## src/pkg/sdrrs_pkg.sv

```systemverilog
package sdrrs_pkg;

   // ----------------------------------------------------------------
   // geometry
   // ----------------------------------------------------------------
   localparam int NBANK = 8;
   localparam int BA_W = 3;
   localparam int ROW_W = 13;
   localparam int COL_W = 10;
   localparam int DQ_W = 16;
   localparam int PIN_W = 4 + BA_W + ROW_W;
   localparam int NSLOT = 32;
   localparam int SLOT_W = 5;

   // ----------------------------------------------------------------
   // apb register map (byte addresses)
   // ----------------------------------------------------------------
   localparam logic [7:0] CTRL_OFS = 8'h00;
   localparam logic [7:0] STATUS_OFS = 8'h04;
   localparam logic [7:0] BANK_OFS = 8'h08;
   localparam logic [7:0] ROW_BASE_OFS = 8'h20;
   localparam logic [7:0] ROW_LAST_OFS = 8'h3c;

   // ctrl fields and reset values
   localparam int CTRL_DLL_BIT = 0;
   localparam int CTRL_CL_LSB = 1;
   localparam int CTRL_AL_LSB = 5;
   localparam logic DLL_RST = 1'b1;
   localparam logic [3:0] CL_RST = 4'h5;
   localparam logic [3:0] AL_RST = 4'h0;

   // status fields
   localparam int ST_AUTO_BIT = 0;
   localparam int ST_EXT_BIT = 1;
   localparam int ST_ILLEGAL_BIT = 2;
   localparam int ST_IDLE_ERR_BIT = 3;
   localparam int ST_BURST_LSB = 4;
   localparam int ST_ASEL_BIT = 6;
   localparam int ST_RSEL_BIT = 7;
   localparam int ST_DLL_BIT = 8;

   // bank register fields
   localparam int BANK_OPEN_LSB = 0;
   localparam int BANK_PRE_LSB = 8;

   // ----------------------------------------------------------------
   // mode register and address-pin fields
   // ----------------------------------------------------------------
   localparam logic [BA_W-1:0] MR0_SEL = 3'h0;
   localparam logic [BA_W-1:0] MR2_SEL = 3'h2;
   localparam int MR_ASEL_BIT = 6;
   localparam int MR_RSEL_BIT = 7;
   localparam int AP_BIT = 10;
   localparam int BC_BIT = 12;
   localparam logic [1:0] BURST_FIXED8 = 2'h0;
   localparam logic [1:0] BURST_OTF = 2'h1;
   localparam logic [1:0] BURST_FIXED4 = 2'h2;
   localparam logic [2:0] LAST_BEAT_BL8 = 3'h7;
   localparam logic [2:0] LAST_BEAT_BC4 = 3'h3;

   // precharge period in link clock cycles
   localparam logic [3:0] TRP_CK = 4'h4;

   // ----------------------------------------------------------------
   // types
   // ----------------------------------------------------------------
   typedef enum logic [2:0] {
      CMD_NOP, CMD_MRS, CMD_ACT, CMD_PRE, CMD_RD, CMD_WR
   } sdrrs_cmd_t;

   typedef enum logic [1:0] {
      ST_IDLE, ST_PREAMBLE, ST_BURST, ST_POST
   } sdrrs_state_t;

   typedef struct packed {
      logic vld;
      logic full_burst_eight;
      logic ap;
      logic [BA_W-1:0] bank;
      logic [COL_W-1:0] col;
   } sdrrs_slot_t;

endpackage : sdrrs_pkg

```

## src/verilog/sdrrs_core.sv

```systemverilog
// Summary of operation
// - auto mode only with select=1, range=0
// - auto mode: rate follows operating temperature
// - range zero, select zero: normal-temperature self-refresh rate
// - range one: extended-capable self-refresh rate
// - activate opens addressed row in selected bank
// - precharge closes one or all banks
// - other-bank reads allowed during auto-precharge
// - repeat precharge accepted, last restarts period
// - address bit 12 picks chopped or full burst in mode field 01
// - address bit 12 never a column bit
// - mode field 00 or 11, or 01 with bit12, gives eight
// - read data starts additive plus cas latency later
// - data and toggling strobe with dll enabled
`timescale 1ns/1ns
module sdrrs_core import sdrrs_pkg::*; (
   // apb clock and reset
   input wire logic pclk,
   input wire logic presetn,
   // apb slave
   input wire logic psel,
   input wire logic penable,
   input wire logic pwrite,
   input wire logic [7:0] paddr,
   input wire logic [31:0] pwdata,
   output logic [31:0] prdata,
   output logic pready,
   output logic pslverr,
   // link clock and command pins
   input wire logic link_ck,
   input wire logic cs_n,
   input wire logic ras_n,
   input wire logic cas_n,
   input wire logic we_n,
   input wire logic [BA_W-1:0] ba,
   input wire logic [ROW_W-1:0] addr,
   // case temperature above normal range
   input wire logic temp_hot,
   // read data and strobe
   output logic [DQ_W-1:0] dq,
   output logic dq_oe,
   output logic dqs,
   output logic dqs_n,
   output logic dqs_oe,
   // self-refresh rate selection
   output logic sr_auto_active,
   output logic sr_rate_ext
);

   typedef struct packed {
      logic ck_s1;
      logic ck_s2;
      logic ck_s3;
      logic [PIN_W-1:0] pin_s1;
      logic [PIN_W-1:0] pin_s2;
      logic temp_s1;
      logic temp_s2;
      logic [1:0] burst_field;
      logic auto_selfrefresh_sel;
      logic selfrefresh_range_sel;
      logic dll_en;
      logic [3:0] cl;
      logic [3:0] al;
      logic idle_err;
      logic [NBANK-1:0] open_mask;
      logic [NBANK-1:0][3:0] pre_cnt;
      sdrrs_slot_t [NSLOT-1:0] slots;
      sdrrs_state_t st;
      logic [2:0] beat;
      logic [2:0] last_beat;
      logic [ROW_W-1:0] row;
      logic [COL_W-1:0] col;
      logic [DQ_W-1:0] dq;
      logic dq_oe;
      logic dqs;
      logic dqs_n;
      logic dqs_oe;
      logic sr_auto;
      logic sr_ext;
      logic pready;
      logic pslverr;
      logic [31:0] prdata;
   } sdrrs_regs_t;

   sdrrs_regs_t q;
   sdrrs_regs_t d;

   // ----------------------------------------------------------------
   // decoding helpers
   // ----------------------------------------------------------------
   function automatic sdrrs_cmd_t decode_cmd(input logic [3:0] ctl);
      sdrrs_cmd_t c;
      c = CMD_NOP;
      case (ctl)
         4'h0: c = CMD_MRS;
         4'h3: c = CMD_ACT;
         4'h2: c = CMD_PRE;
         4'h5: c = CMD_RD;
         4'h4: c = CMD_WR;
         default: c = CMD_NOP;
      endcase
      return c;
   endfunction : decode_cmd

   function automatic logic is_mapped(input logic [7:0] a);
      logic m;
      m = (a == CTRL_OFS) || (a == STATUS_OFS) || (a == BANK_OFS) ||
          ((a >= ROW_BASE_OFS) && (a <= ROW_LAST_OFS) && (a[1:0] == 2'h0));
      return m;
   endfunction : is_mapped

   // sequential burst order within the aligned group of eight
   function automatic logic [DQ_W-1:0] beat_data(input logic [ROW_W-1:0] r,
                                                 input logic [COL_W-1:0] c,
                                                 input logic [2:0] b);
      logic [2:0] lo;
      lo = c[2:0] + b;
      return {r, 3'h0} ^ {6'h0, c[COL_W-1:3], lo};
   endfunction : beat_data

   // ----------------------------------------------------------------
   // row memory
   // ----------------------------------------------------------------
   logic mem_we;
   logic [BA_W-1:0] mem_wbank;
   logic [ROW_W-1:0] mem_wrow;
   logic [ROW_W-1:0] row_a;
   logic [ROW_W-1:0] row_b;

   sdrrs_rowmem u_rowmem (
      .pclk(pclk),
      .presetn(presetn),
      .we(mem_we),
      .waddr(mem_wbank),
      .wdata(mem_wrow),
      .raddr_a(q.slots[0].bank),
      .rdata_a(row_a),
      .raddr_b(paddr[4:2]),
      .rdata_b(row_b)
   );

   // ----------------------------------------------------------------
   // next-state logic
   // ----------------------------------------------------------------
   logic rise;
   logic fall;
   logic acc;
   sdrrs_cmd_t cmd;
   logic [BA_W-1:0] cba;
   logic [ROW_W-1:0] caddr;
   logic [SLOT_W-1:0] rl;
   logic [SLOT_W-1:0] ins;
   sdrrs_slot_t nslot;

   always_comb begin
      d = q;
      rise = q.ck_s2 & ~q.ck_s3;
      fall = ~q.ck_s2 & q.ck_s3;
      acc = psel & penable;
      cmd = decode_cmd(q.pin_s2[PIN_W-1 -: 4]);
      cba = q.pin_s2[ROW_W +: BA_W];
      caddr = q.pin_s2[ROW_W-1:0];
      rl = SLOT_W'(q.al) + SLOT_W'(q.cl);
      ins = (rl == '0) ? '0 : rl - SLOT_W'(1);
      nslot = '0;
      mem_we = 1'b0;
      mem_wbank = cba;
      mem_wrow = caddr;

      // pins cross into pclk through two flops and only stage two is read; link_ck gets a third flop for edge detection
      d.ck_s1 = link_ck;
      d.ck_s2 = q.ck_s1;
      d.ck_s3 = q.ck_s2;
      d.pin_s1 = {cs_n, ras_n, cas_n, we_n, ba, addr};
      d.pin_s2 = q.pin_s1;
      d.temp_s1 = temp_hot;
      d.temp_s2 = q.temp_s1;

      // ----------------------------------------------------------------
      // self-refresh rate selection
      // ----------------------------------------------------------------
      d.sr_auto = q.auto_selfrefresh_sel & ~q.selfrefresh_range_sel;
      // auto mode picks the rate itself from temperature
      if (d.sr_auto) begin
         d.sr_ext = q.temp_s2;
      end else begin
         // an illegal both-set code falls here and stays on the safe rate
         d.sr_ext = q.selfrefresh_range_sel;
      end

      // ----------------------------------------------------------------
      // apb access: one wait state so row reads come from a register
      // ----------------------------------------------------------------
      d.pready = acc & ~q.pready;
      // answer fields stand only in the ready cycle
      d.pslverr = 1'b0;
      d.prdata = '0;
      if (acc & ~q.pready) begin
         d.pslverr = ~is_mapped(paddr);
         d.prdata = '0;
         case (paddr)
            CTRL_OFS: begin
               d.prdata[CTRL_DLL_BIT] = q.dll_en;
               d.prdata[CTRL_CL_LSB +: 4] = q.cl;
               d.prdata[CTRL_AL_LSB +: 4] = q.al;
            end
            STATUS_OFS: begin
               d.prdata[ST_AUTO_BIT] = q.sr_auto;
               d.prdata[ST_EXT_BIT] = q.sr_ext;
               d.prdata[ST_ILLEGAL_BIT] = q.auto_selfrefresh_sel & q.selfrefresh_range_sel;
               d.prdata[ST_IDLE_ERR_BIT] = q.idle_err;
               d.prdata[ST_BURST_LSB +: 2] = q.burst_field;
               d.prdata[ST_ASEL_BIT] = q.auto_selfrefresh_sel;
               d.prdata[ST_RSEL_BIT] = q.selfrefresh_range_sel;
               d.prdata[ST_DLL_BIT] = q.dll_en;
            end
            BANK_OFS: begin
               d.prdata[BANK_OPEN_LSB +: NBANK] = q.open_mask;
               for (int i = 0; i < NBANK; i++) begin
                  d.prdata[BANK_PRE_LSB + i] = (q.pre_cnt[i] != 4'h0);
               end
            end
            default: begin
               if (is_mapped(paddr)) begin
                  d.prdata[ROW_W-1:0] = row_b;
               end
            end
         endcase
      end
      // writes take effect only at the handshake edge
      if (acc & q.pready & pwrite & is_mapped(paddr)) begin
         if (paddr == CTRL_OFS) begin
            d.dll_en = pwdata[CTRL_DLL_BIT];
            d.cl = pwdata[CTRL_CL_LSB +: 4];
            d.al = pwdata[CTRL_AL_LSB +: 4];
         end
         if ((paddr == STATUS_OFS) && pwdata[ST_IDLE_ERR_BIT]) begin
            d.idle_err = 1'b0;
         end
      end

      // ----------------------------------------------------------------
      // command pipe on each link rising edge
      // ----------------------------------------------------------------
      if (rise) begin
         for (int i = 0; i < NBANK; i++) begin
            if (q.pre_cnt[i] != 4'h0) begin
               d.pre_cnt[i] = q.pre_cnt[i] - 4'h1;
            end
         end
         for (int i = 0; i < NSLOT - 1; i++) begin
            d.slots[i] = q.slots[i + 1];
         end
         d.slots[NSLOT-1] = '0;

         case (cmd)
            CMD_MRS: begin
               if (cba == MR0_SEL) begin
                  d.burst_field = caddr[1:0];
               end
               if (cba == MR2_SEL) begin
                  d.auto_selfrefresh_sel = caddr[MR_ASEL_BIT];
                  d.selfrefresh_range_sel = caddr[MR_RSEL_BIT];
               end
            end
            CMD_ACT: begin
               d.open_mask[cba] = 1'b1;
               mem_we = 1'b1;
            end
            CMD_PRE: begin
               for (int i = 0; i < NBANK; i++) begin
                  // restart even if idle or already precharging
                  if (caddr[AP_BIT] || (cba == BA_W'(i))) begin
                     d.open_mask[i] = 1'b0;
                     d.pre_cnt[i] = TRP_CK;
                  end
               end
            end
            CMD_RD: begin
               if (q.open_mask[cba]) begin
                  nslot.vld = 1'b1;
                  nslot.ap = caddr[AP_BIT];
                  nslot.bank = cba;
                  nslot.col = caddr[COL_W-1:0];
                  case (q.burst_field)
                     BURST_FIXED8: nslot.full_burst_eight = 1'b1;
                     BURST_OTF: nslot.full_burst_eight = caddr[BC_BIT];
                     BURST_FIXED4: nslot.full_burst_eight = 1'b0;
                     default: nslot.full_burst_eight = 1'b1;
                  endcase
                  d.slots[ins] = nslot;
               end else begin
                  // read to an idle bank returns nothing
                  d.idle_err = 1'b1;
               end
            end
            default: ;
         endcase
      end

      // ----------------------------------------------------------------
      // read burst on both link edges
      // ----------------------------------------------------------------
      if (rise || fall) begin
         case (q.st)
            ST_BURST: begin
               // last beat always falls on a falling edge
               if (q.beat == q.last_beat) begin
                  d.st = ST_POST;
                  d.dq_oe = 1'b0;
                  d.dqs = 1'b0;
                  d.dqs_n = 1'b1;
               end else begin
                  d.beat = q.beat + 3'h1;
                  d.dq = beat_data(q.row, q.col, d.beat);
                  d.dqs = rise;
                  d.dqs_n = ~rise;
               end
            end
            ST_POST: begin
               if (fall) begin
                  d.st = ST_IDLE;
                  d.dqs_oe = 1'b0;
               end
            end
            default: ;
         endcase
      end

      // slot zero at a rising edge is exactly the read latency after the read
      if (rise && q.slots[0].vld && q.dll_en) begin
         d.st = ST_BURST;
         d.beat = 3'h0;
         d.last_beat = q.slots[0].full_burst_eight ? LAST_BEAT_BL8 : LAST_BEAT_BC4;
         d.row = row_a;
         d.col = q.slots[0].col;
         d.dq = beat_data(row_a, q.slots[0].col, 3'h0);
         d.dq_oe = 1'b1;
         d.dqs = 1'b1;
         d.dqs_n = 1'b0;
         d.dqs_oe = 1'b1;
         // auto-precharge closes only this bank; others keep serving reads
         if (q.slots[0].ap) begin
            d.open_mask[q.slots[0].bank] = 1'b0;
            d.pre_cnt[q.slots[0].bank] = TRP_CK;
         end
      end

      // strobe preamble one link cycle before the first beat
      if (rise && (d.st != ST_BURST) && d.slots[0].vld && q.dll_en) begin
         d.st = ST_PREAMBLE;
         d.dq_oe = 1'b0;
         d.dqs = 1'b0;
         d.dqs_n = 1'b1;
         d.dqs_oe = 1'b1;
      end
   end

   // ----------------------------------------------------------------
   // state register
   // ----------------------------------------------------------------
   always_ff @(posedge pclk or negedge presetn) begin
      if (!presetn) begin
         q <= '0;
         q.dll_en <= DLL_RST;
         q.cl <= CL_RST;
         q.al <= AL_RST;
         q.st <= ST_IDLE;
      end else begin
         q <= d;
      end
   end

   // ----------------------------------------------------------------
   // outputs
   // ----------------------------------------------------------------
   assign prdata = q.prdata;
   assign pready = q.pready;
   assign pslverr = q.pslverr;
   assign dq = q.dq;
   assign dq_oe = q.dq_oe;
   assign dqs = q.dqs;
   assign dqs_n = q.dqs_n;
   assign dqs_oe = q.dqs_oe;
   assign sr_auto_active = q.sr_auto;
   assign sr_rate_ext = q.sr_ext;

endmodule : sdrrs_core

```

## src/verilog/sdrrs_rowmem.sv

```systemverilog
`timescale 1ns/1ns
module sdrrs_rowmem import sdrrs_pkg::*; (
   // clock and reset
   input wire logic pclk,
   input wire logic presetn,
   // write port
   input wire logic we,
   input wire logic [BA_W-1:0] waddr,
   input wire logic [ROW_W-1:0] wdata,
   // read port a
   input wire logic [BA_W-1:0] raddr_a,
   output logic [ROW_W-1:0] rdata_a,
   // read port b
   input wire logic [BA_W-1:0] raddr_b,
   output logic [ROW_W-1:0] rdata_b
);

   typedef struct packed {
      logic [NBANK-1:0][ROW_W-1:0] mem;
      logic [ROW_W-1:0] ra;
      logic [ROW_W-1:0] rb;
   } sdrrs_mem_t;

   sdrrs_mem_t q;
   sdrrs_mem_t d;

   // read data is registered; a write shows on a read one cycle later
   always_comb begin
      d = q;
      d.ra = q.mem[raddr_a];
      d.rb = q.mem[raddr_b];
      if (we) begin
         d.mem[waddr] = wdata;
      end
   end

   always_ff @(posedge pclk or negedge presetn) begin
      if (!presetn) begin
         q <= '0;
      end else begin
         q <= d;
      end
   end

   assign rdata_a = q.ra;
   assign rdata_b = q.rb;

endmodule : sdrrs_rowmem
```

## config.mk

```make
export PLATFORM = sky130hd
export DESIGN_NAME = sdrrs_core
export DESIGN_NICKNAME = d
export VERILOG_FILES = /design/src/pkg/sdrrs_pkg.sv /design/src/verilog/sdrrs_core.sv /design/src/verilog/sdrrs_rowmem.sv
export SDC_FILE = /design/constraint.sdc
export NUM_CORES = 2
export LEC_CHECK = 0
export BUFFER_PORTS_ARGS = -buffer_cell sky130_fd_sc_hd__buf_2
export CORE_ASPECT_RATIO = 1.4
export CORE_UTILIZATION = 35
export DETAILED_ROUTE_END_ITERATION = 10
export PLACE_DENSITY_LB_ADDON = 0.3
export REMOVE_ABC_BUFFERS = 1
export SLEW_MARGIN = 15
export SYNTH_ARGS = -nofsm -noshare
export SYNTH_HDL_FRONTEND = slang
export SYNTH_SLANG_ARGS = --single-unit
```

## constraint.sdc

```tcl
create_clock -name pclk -period 4.59 [get_ports pclk]
set_input_delay 0.918 -clock pclk [delete_from_list [all_inputs] [get_ports pclk]]
set_output_delay 0.918 -clock pclk [all_outputs]
set_load 0.02 [all_outputs]
```

# Word level (Yosys, flattened, before mapping)
# Cells that the tools add are included.
# word_totals
reg_bits,828
in_bits,67
out_inout_bits,56
word_cells,411
# classes
add_sub_neg,12
n_lt_le_gt_ge,9
eq_ne,24
muxes,84
bitwise,23
reduce_logical,51
# op_table
operator,count
2-to-1 mux 512 bit,2
2-to-1 mux 553 bit,1
bitwise mux 512 bit,1
bitwise mux 104 bit,1
demux 16 bit (select 5 bit),1
2-to-1 mux 40 bit,2
binary-select mux 13 bit (select 3 bit),2
2-to-1 mux 4 bit,18
2-to-1 mux 13 bit,4
2-to-1 mux 51 bit,1
demux 13 bit (select 3 bit),1
2-to-1 mux 33 bit,1
2-to-1 mux 16 bit,2
2-to-1 mux 32 bit,1
nonzero test 4 bit,8
"subtractor 4 x 1 -> 4 bit, second input constant",8
XOR 16 x 10 -> 16 bit,2
one-hot mux 9 bit (3 select lines),1
AND 24 bit,1
2-to-1 mux 1 bit,24
NOT 24 bit,1
2-to-1 mux 20 bit,1
2-to-1 mux 19 bit,1
OR 8 bit,2
49 further kinds,116

# Depth between registers and ports, before layout
# depth
word_depth,15
mapped_depth,13
mapped_depth_nobuf,10

# Cells and area by module
# A second synthesis with hierarchy kept.
# unflattened
cells_unflattened,3973
area_unflattened_um2,38797.2
# by_module_without_submodules
module,n_inst,cells_each,area_per_inst_um2,seq_area_each_um2
sdrrs_core,1,3605,32311.0,17045.1
sdrrs_rowmem,1,368,6486.2,3253.1

# Worst setup path before layout
# No wires, ideal clock.
# synth_timing
kind,register to register
start,register q[640] in the netlist's numbering
end,register q[130] in the netlist's numbering
arrival_ns,3.117
required_time_ns,4.453
slack_ns,1.336
stages_incl_launch_ff,12
n_path_buf,2
period_less_slack_ns,3.254
path_cell_list,dfrtp_1 > ha_1 > fa_1 > inv_1 > ha_1 > clkbuf_1 > nor2_1 > nand4_2 > a211oi_4 > buf_6 > mux2i_1 > a21oi_1
# synth_between
elab_chain_cells,10
word_cells_on_any_way,12
classes_between,add/sub (2); order compare (2); mux (6); reduce/logical (2)
# synth_lines
item,line_no,rtl
start: declaration,sdrrs_core.sv:85,sdrrs_regs_t q;
adder 4 x 4 -> 5 bit *,sdrrs_core.sv:163,rl = SLOT_W'(q.al) + SLOT_W'(q.cl);
subtractor 5 x 1 -> 5 bit or logical NOT 5 bit (tied branches),sdrrs_core.sv:164,ins = (rl == '0) ? '0 : rl - SLOT_W'(1);
2-to-1 mux 5 bit *,sdrrs_core.sv:164,
less-than comparator 5 x 6 -> 1 bit (not written as such) or >= comparator 5 x 1 -> 1 bit (tied branches),sdrrs_core.sv:291,d.slots[ins] = nslot;
logical AND 1 bit (not written as such),sdrrs_core.sv:291,
2-to-1 mux 16 bit (not written as such),sdrrs_core.sv:291,
demux 16 bit (select 5 bit) *,sdrrs_core.sv:291,
bitwise mux 512 bit *,sdrrs_core.sv:291,
2-to-1 mux 512 bit *,sdrrs_core.sv:280,if (q.open_mask[cba]) begin
2-to-1 mux 512 bit *,sdrrs_core.sv:256,case (cmd)
# Every way passes the cells marked *; elsewhere a longest branch is shown, timed or not.
# A chain may end at the register's enable or synchronous reset.

# Worst setup path in the final report
# layout_timing
start,register q[644] in the netlist's numbering
end,register q[288] in the netlist's numbering
# Same word-level chain as after synthesis.

==> results.env <==
SYNTH-SEQ-CELLS=811
DRV_CAP=0
COUNT_OF_CLOCK_TREE_SINKS=811
CTS_MADE_BUFFERS=84
PLACE_HPWL_MM=69.3
SYNTH.AVG_CELL_AREA_UM2=10.2
SETUP_VIOL_COUNT_FINAL=0
CLOCK-ROOT-BUFFER='sky130_fd_sc_hd__clkbuf_16'
STARTPOINT_TYPE='flop'
FINAL_LAYOUT_SIZE_SUFFIX_GT1_FRAC=0.159
FINAL_PERIOD_MINUS_WORST_SETUP_SLACK_PS=4040
WIRE_PER_INST_UM=21.2
GRT_PASS1_VIAS=28700
REPORT.FINAL.HOLD_VIOL_COUNT=0
VDD_DROP_MAX_V=0.000236
FIRST_PASS_GRT_WIRE_LENGTH_MM=172
POST_SYNTH_NUM_CELL_TYPES=85
MAX-SLEW-MARGIN-REL=0.193
DIE_Y_UM=393
FINALMAXSLEWVIOLATIONS=0
RSZ0062_AT_GRT='no'
WORST_EP_REQUIRED_TIME_PS=5090
COREAREA_MM2=0.108
POSTSYNTH.ASYNCRESETSHARE=1.00
SKEW_PS=32.3
DIE_WIDTH_UM=281
SYNTHESIS.INSTANCES=3747
WORST_PATH_MAX_DELAY_CELL='sky130_fd_sc_hd__o311ai_4'
SYNTHTOPCELLSBYAREA='sky130_fd_sc_hd__dfrtp_1, sky130_fd_sc_hd__nor2_1, sky130_fd_sc_hd__mux2_2'
ACHIEVABLE-FREQUENCY_MHz=248
WORST_PIN_SLEW_PS=1210
SYN_TO_FINAL_GROWTH_PCT=11.8
SHARE_OF_THE_CLOCK_PERIOD_USED_BY_THE_WORST_PATH=0.880
YS_DOMINANT_REG_CELL='sky130_fd_sc_hd__dfrtp_1'
DETAILROUTE.VIA_COUNT=28600
CLOCK_LATENCY_ON_THE_WORST_SKEW_PAIR_PS=680
SYNTH-SEQ-AREA-SHARE=0.531
WORST_SETUP_SLACK_POST_DPL_PS=599
WORST_R2R_PATH_DEPTH=9
WORST-PATH-BUF-INV=1
TRITONCTS='built'
CPLARGESTDELAYFAMILY='adder cells'
STD_CELL_ROWS=143
FIN_UTIL=0.395
CTS_HOLD_BUFFERS_ADDED=0
BOUNDARYPINS=123
DRCVIOLATIONCOUNT=0
FIN_AREA_MM2=0.0428
FIRST_PASS_ITERS=5
PLACED_CELL_AREA_MM2=0.0399
DIE-AREA_MM2=0.111
GPL.FINAL_WEIGHTED_CONGESTION=0.916
TYPE_OF_THE_MOST_CRITICAL_HOLD_PATH='input pin to async pin'
FINAL_CRITICAL_PATH_SETUP_SLACK_PS=552
PATH_CLK_SLEW_PS=60
CTS_RESIZED=0
WORSTSETUPPATHTYPE='flop to flop'
GRT_ANTENNA_BEFORE_REPAIR=0
YOSYSTOPAREACELL='sky130_fd_sc_hd__dfrtp_1'
DRT-INITIAL-DRC-COUNT=2352
SYNTH_EDF_COUNT=0
FLOORPLAN.INITIALDENSITY=0.353
TIMING.CRITICAL_PATH.SLOWEST_CELL_DELAY_PS=1040
SYNTH_TOP_AREA_SHARE=0.528
CTS.HTREE.LEVELS=3
NETLIST_AREA_MM2=0.0383
CRITPATHCAPTURETYPE='flop'
TOTAL_ROUTED_LENGTH_MM=110
CLOCKBUFFERDEPTH=3
POST-CTS-SETUP-BUFFERS=0
HOLD-WORST-SLACK_PS=224
STATUS='finished clean'
DESIGN.FINAL.NETS=3737
POWER_DENSITY_mW_PER_MM2=436
CRITICAL_PATH.MOST_COMMON_CELL='sky130_fd_sc_hd__ha_1'
WORSTPATHCELLLIST='ha_1 > fa_1 > inv_1 > ha_1 > nand3b_1 > nor3_1 > o311ai_4 > mux2i_1 > a21oi_1'
TOTAL_LEAKAGE_POWER_uW=0.0185
PORT_BUFFERS=83
ANT_NETS=0
TOT_GR_TRACK_USE=0.200
ANTENNA_CELLS_INSERTED=0
TIMING.CRITICAL_PATH.FANOUT_MAX=17
VIAS_PER_CELL=5.55
CRIT_ARRIVAL_PS=4540
PIN_COUNT_OF_THE_BIGGEST_NET_ENTERING_GLOBAL_ROUTING=216
GR-TOTAL-OVERFLOW=0
TIMING.CRITICAL_PATH.DEPTH=9
SYNTHESIS.YOSYS.WARNINGS=0
POST_ROUTE_SETUP_TNS_PS=0
## metrics by stage
step / total power (µW) / instances
after floorplan: 10800 / 3363
after global placement: 11500 / 5013
after detailed placement: 11600 / 5013
after CTS: 18800 / 5163
after global routing: 19500 / 5163
final: 18600 / 5163
## cell type report
| cell class | instances | area (µm²) |
|---|---|---|
| Fill cell | 10700 | 65600 |
| Sequential cell | 811 | 20300 |
| Multi-Input combinational cell | 2451 | 15900 |
| Clock buffer | 112 | 2410 |
| Tap cell | 1450 | 1810 |
| Timing Repair Buffer | 200 | 1500 |
| Clock inverter | 38 | 437 |
| Inverter | 101 | 382 |
## per-layer routing
metal | global-route usage | vias to the layer above | wire [µm] | share of wire
li1 | - | 13200 | - | -
met1 | 0.252 | 14500 | 45800 | 0.42
met2 | 0.334 | 787 | 53000 | 0.48
met3 | 0.0242 | 231 | 4910 | 0.045
met4 | 0.110 | 0 | 5860 | 0.054
met5 | 0 | - | 0 | 0
## synthesized netlist by cell type (all sizes together) (5+ instances only)
library cell and n:
a31oi 212, nor3 66, a221o 49, nor2b 25
or4 7, and2 6, xnor2 28, nand4 34
nand3 198, a221oi 17, nand2b 9, inv 99
buf 138, clkbuf 261, o311ai 6, a211o 19
dfrtp 808, o211ai 16, nor3b 16, nor4 5
and3 7, ha 19, o22ai 18, a21o 15
mux2 155, a22o 25, nand2 211, mux2i 156
o21ai 188, nor2 481, a211oi 19, a21oi 252
o31ai 32, mux4 38, o221ai 59, a22oi 9
## logic make-up after synthesis
| group | Yosys count | synth area share |
|---|---|---|
| fa+ha+maj | 21 | 0.00726 |
| simple gates | 1082 | 0.127 |
| mux | 349 | 0.109 |
| compound gates | 952 | 0.161 |
| buf+inv | 500 | 0.0579 |
| other cells | 1 | 0.0000980 |
| xor+xnor | 31 | 0.00746 |
| flops | 811 | 0.531 |
## layout by cell type, fill, tap and decap left out, drive strengths merged, types with 49 or more instances in the layout
cell and count:
a31oi 212, nor3 66, nand3 198, o21ai 188, a221o 49, buf 200, nor2 481, o221ai 59
inv 106, mux2i 156, clkbuf 112, a21oi 252, mux2 155, nand2 211, dfrtp 808
## path summary, 6_finish.rpt
check                      slack, ps  startpoint   endpoint
max                              550      q[644]     q[288]
min                              220     presetn  caddr[10]
max reg2reg                      550      q[644]     q[288]
min reg2reg                      340      d[657]   caddr[2]
max in group asynchronous       3220     presetn     q[102]
min in group pclk                340      d[657]   caddr[2]
## sequential cells by signal, indices dropped and copies added (netlist names), 3 cells and up
signal / cells
caddr: 13
u_rowmem.rdata_a: 13
prdata: 16
dq: 16
q: 602
u_rowmem.q: 104
d: 23
cba: 3
u_rowmem.rdata_b: 13
## report_power, final
| group | switching (µW) | total, µW | internal [µW] | leakage, µW |
|---|---|---|---|---|
| clock network | 2990 | 7130 | 4140 | 0.00142 |
| logic | 1460 | 2510 | 1050 | 0.00742 |
| registers | 790 | 9000 | 8210 | 0.00969 |
| total | 5240 | 18600 | 13400 | 0.0185 |
Note: power is estimated with default switching activity, not from simulation.
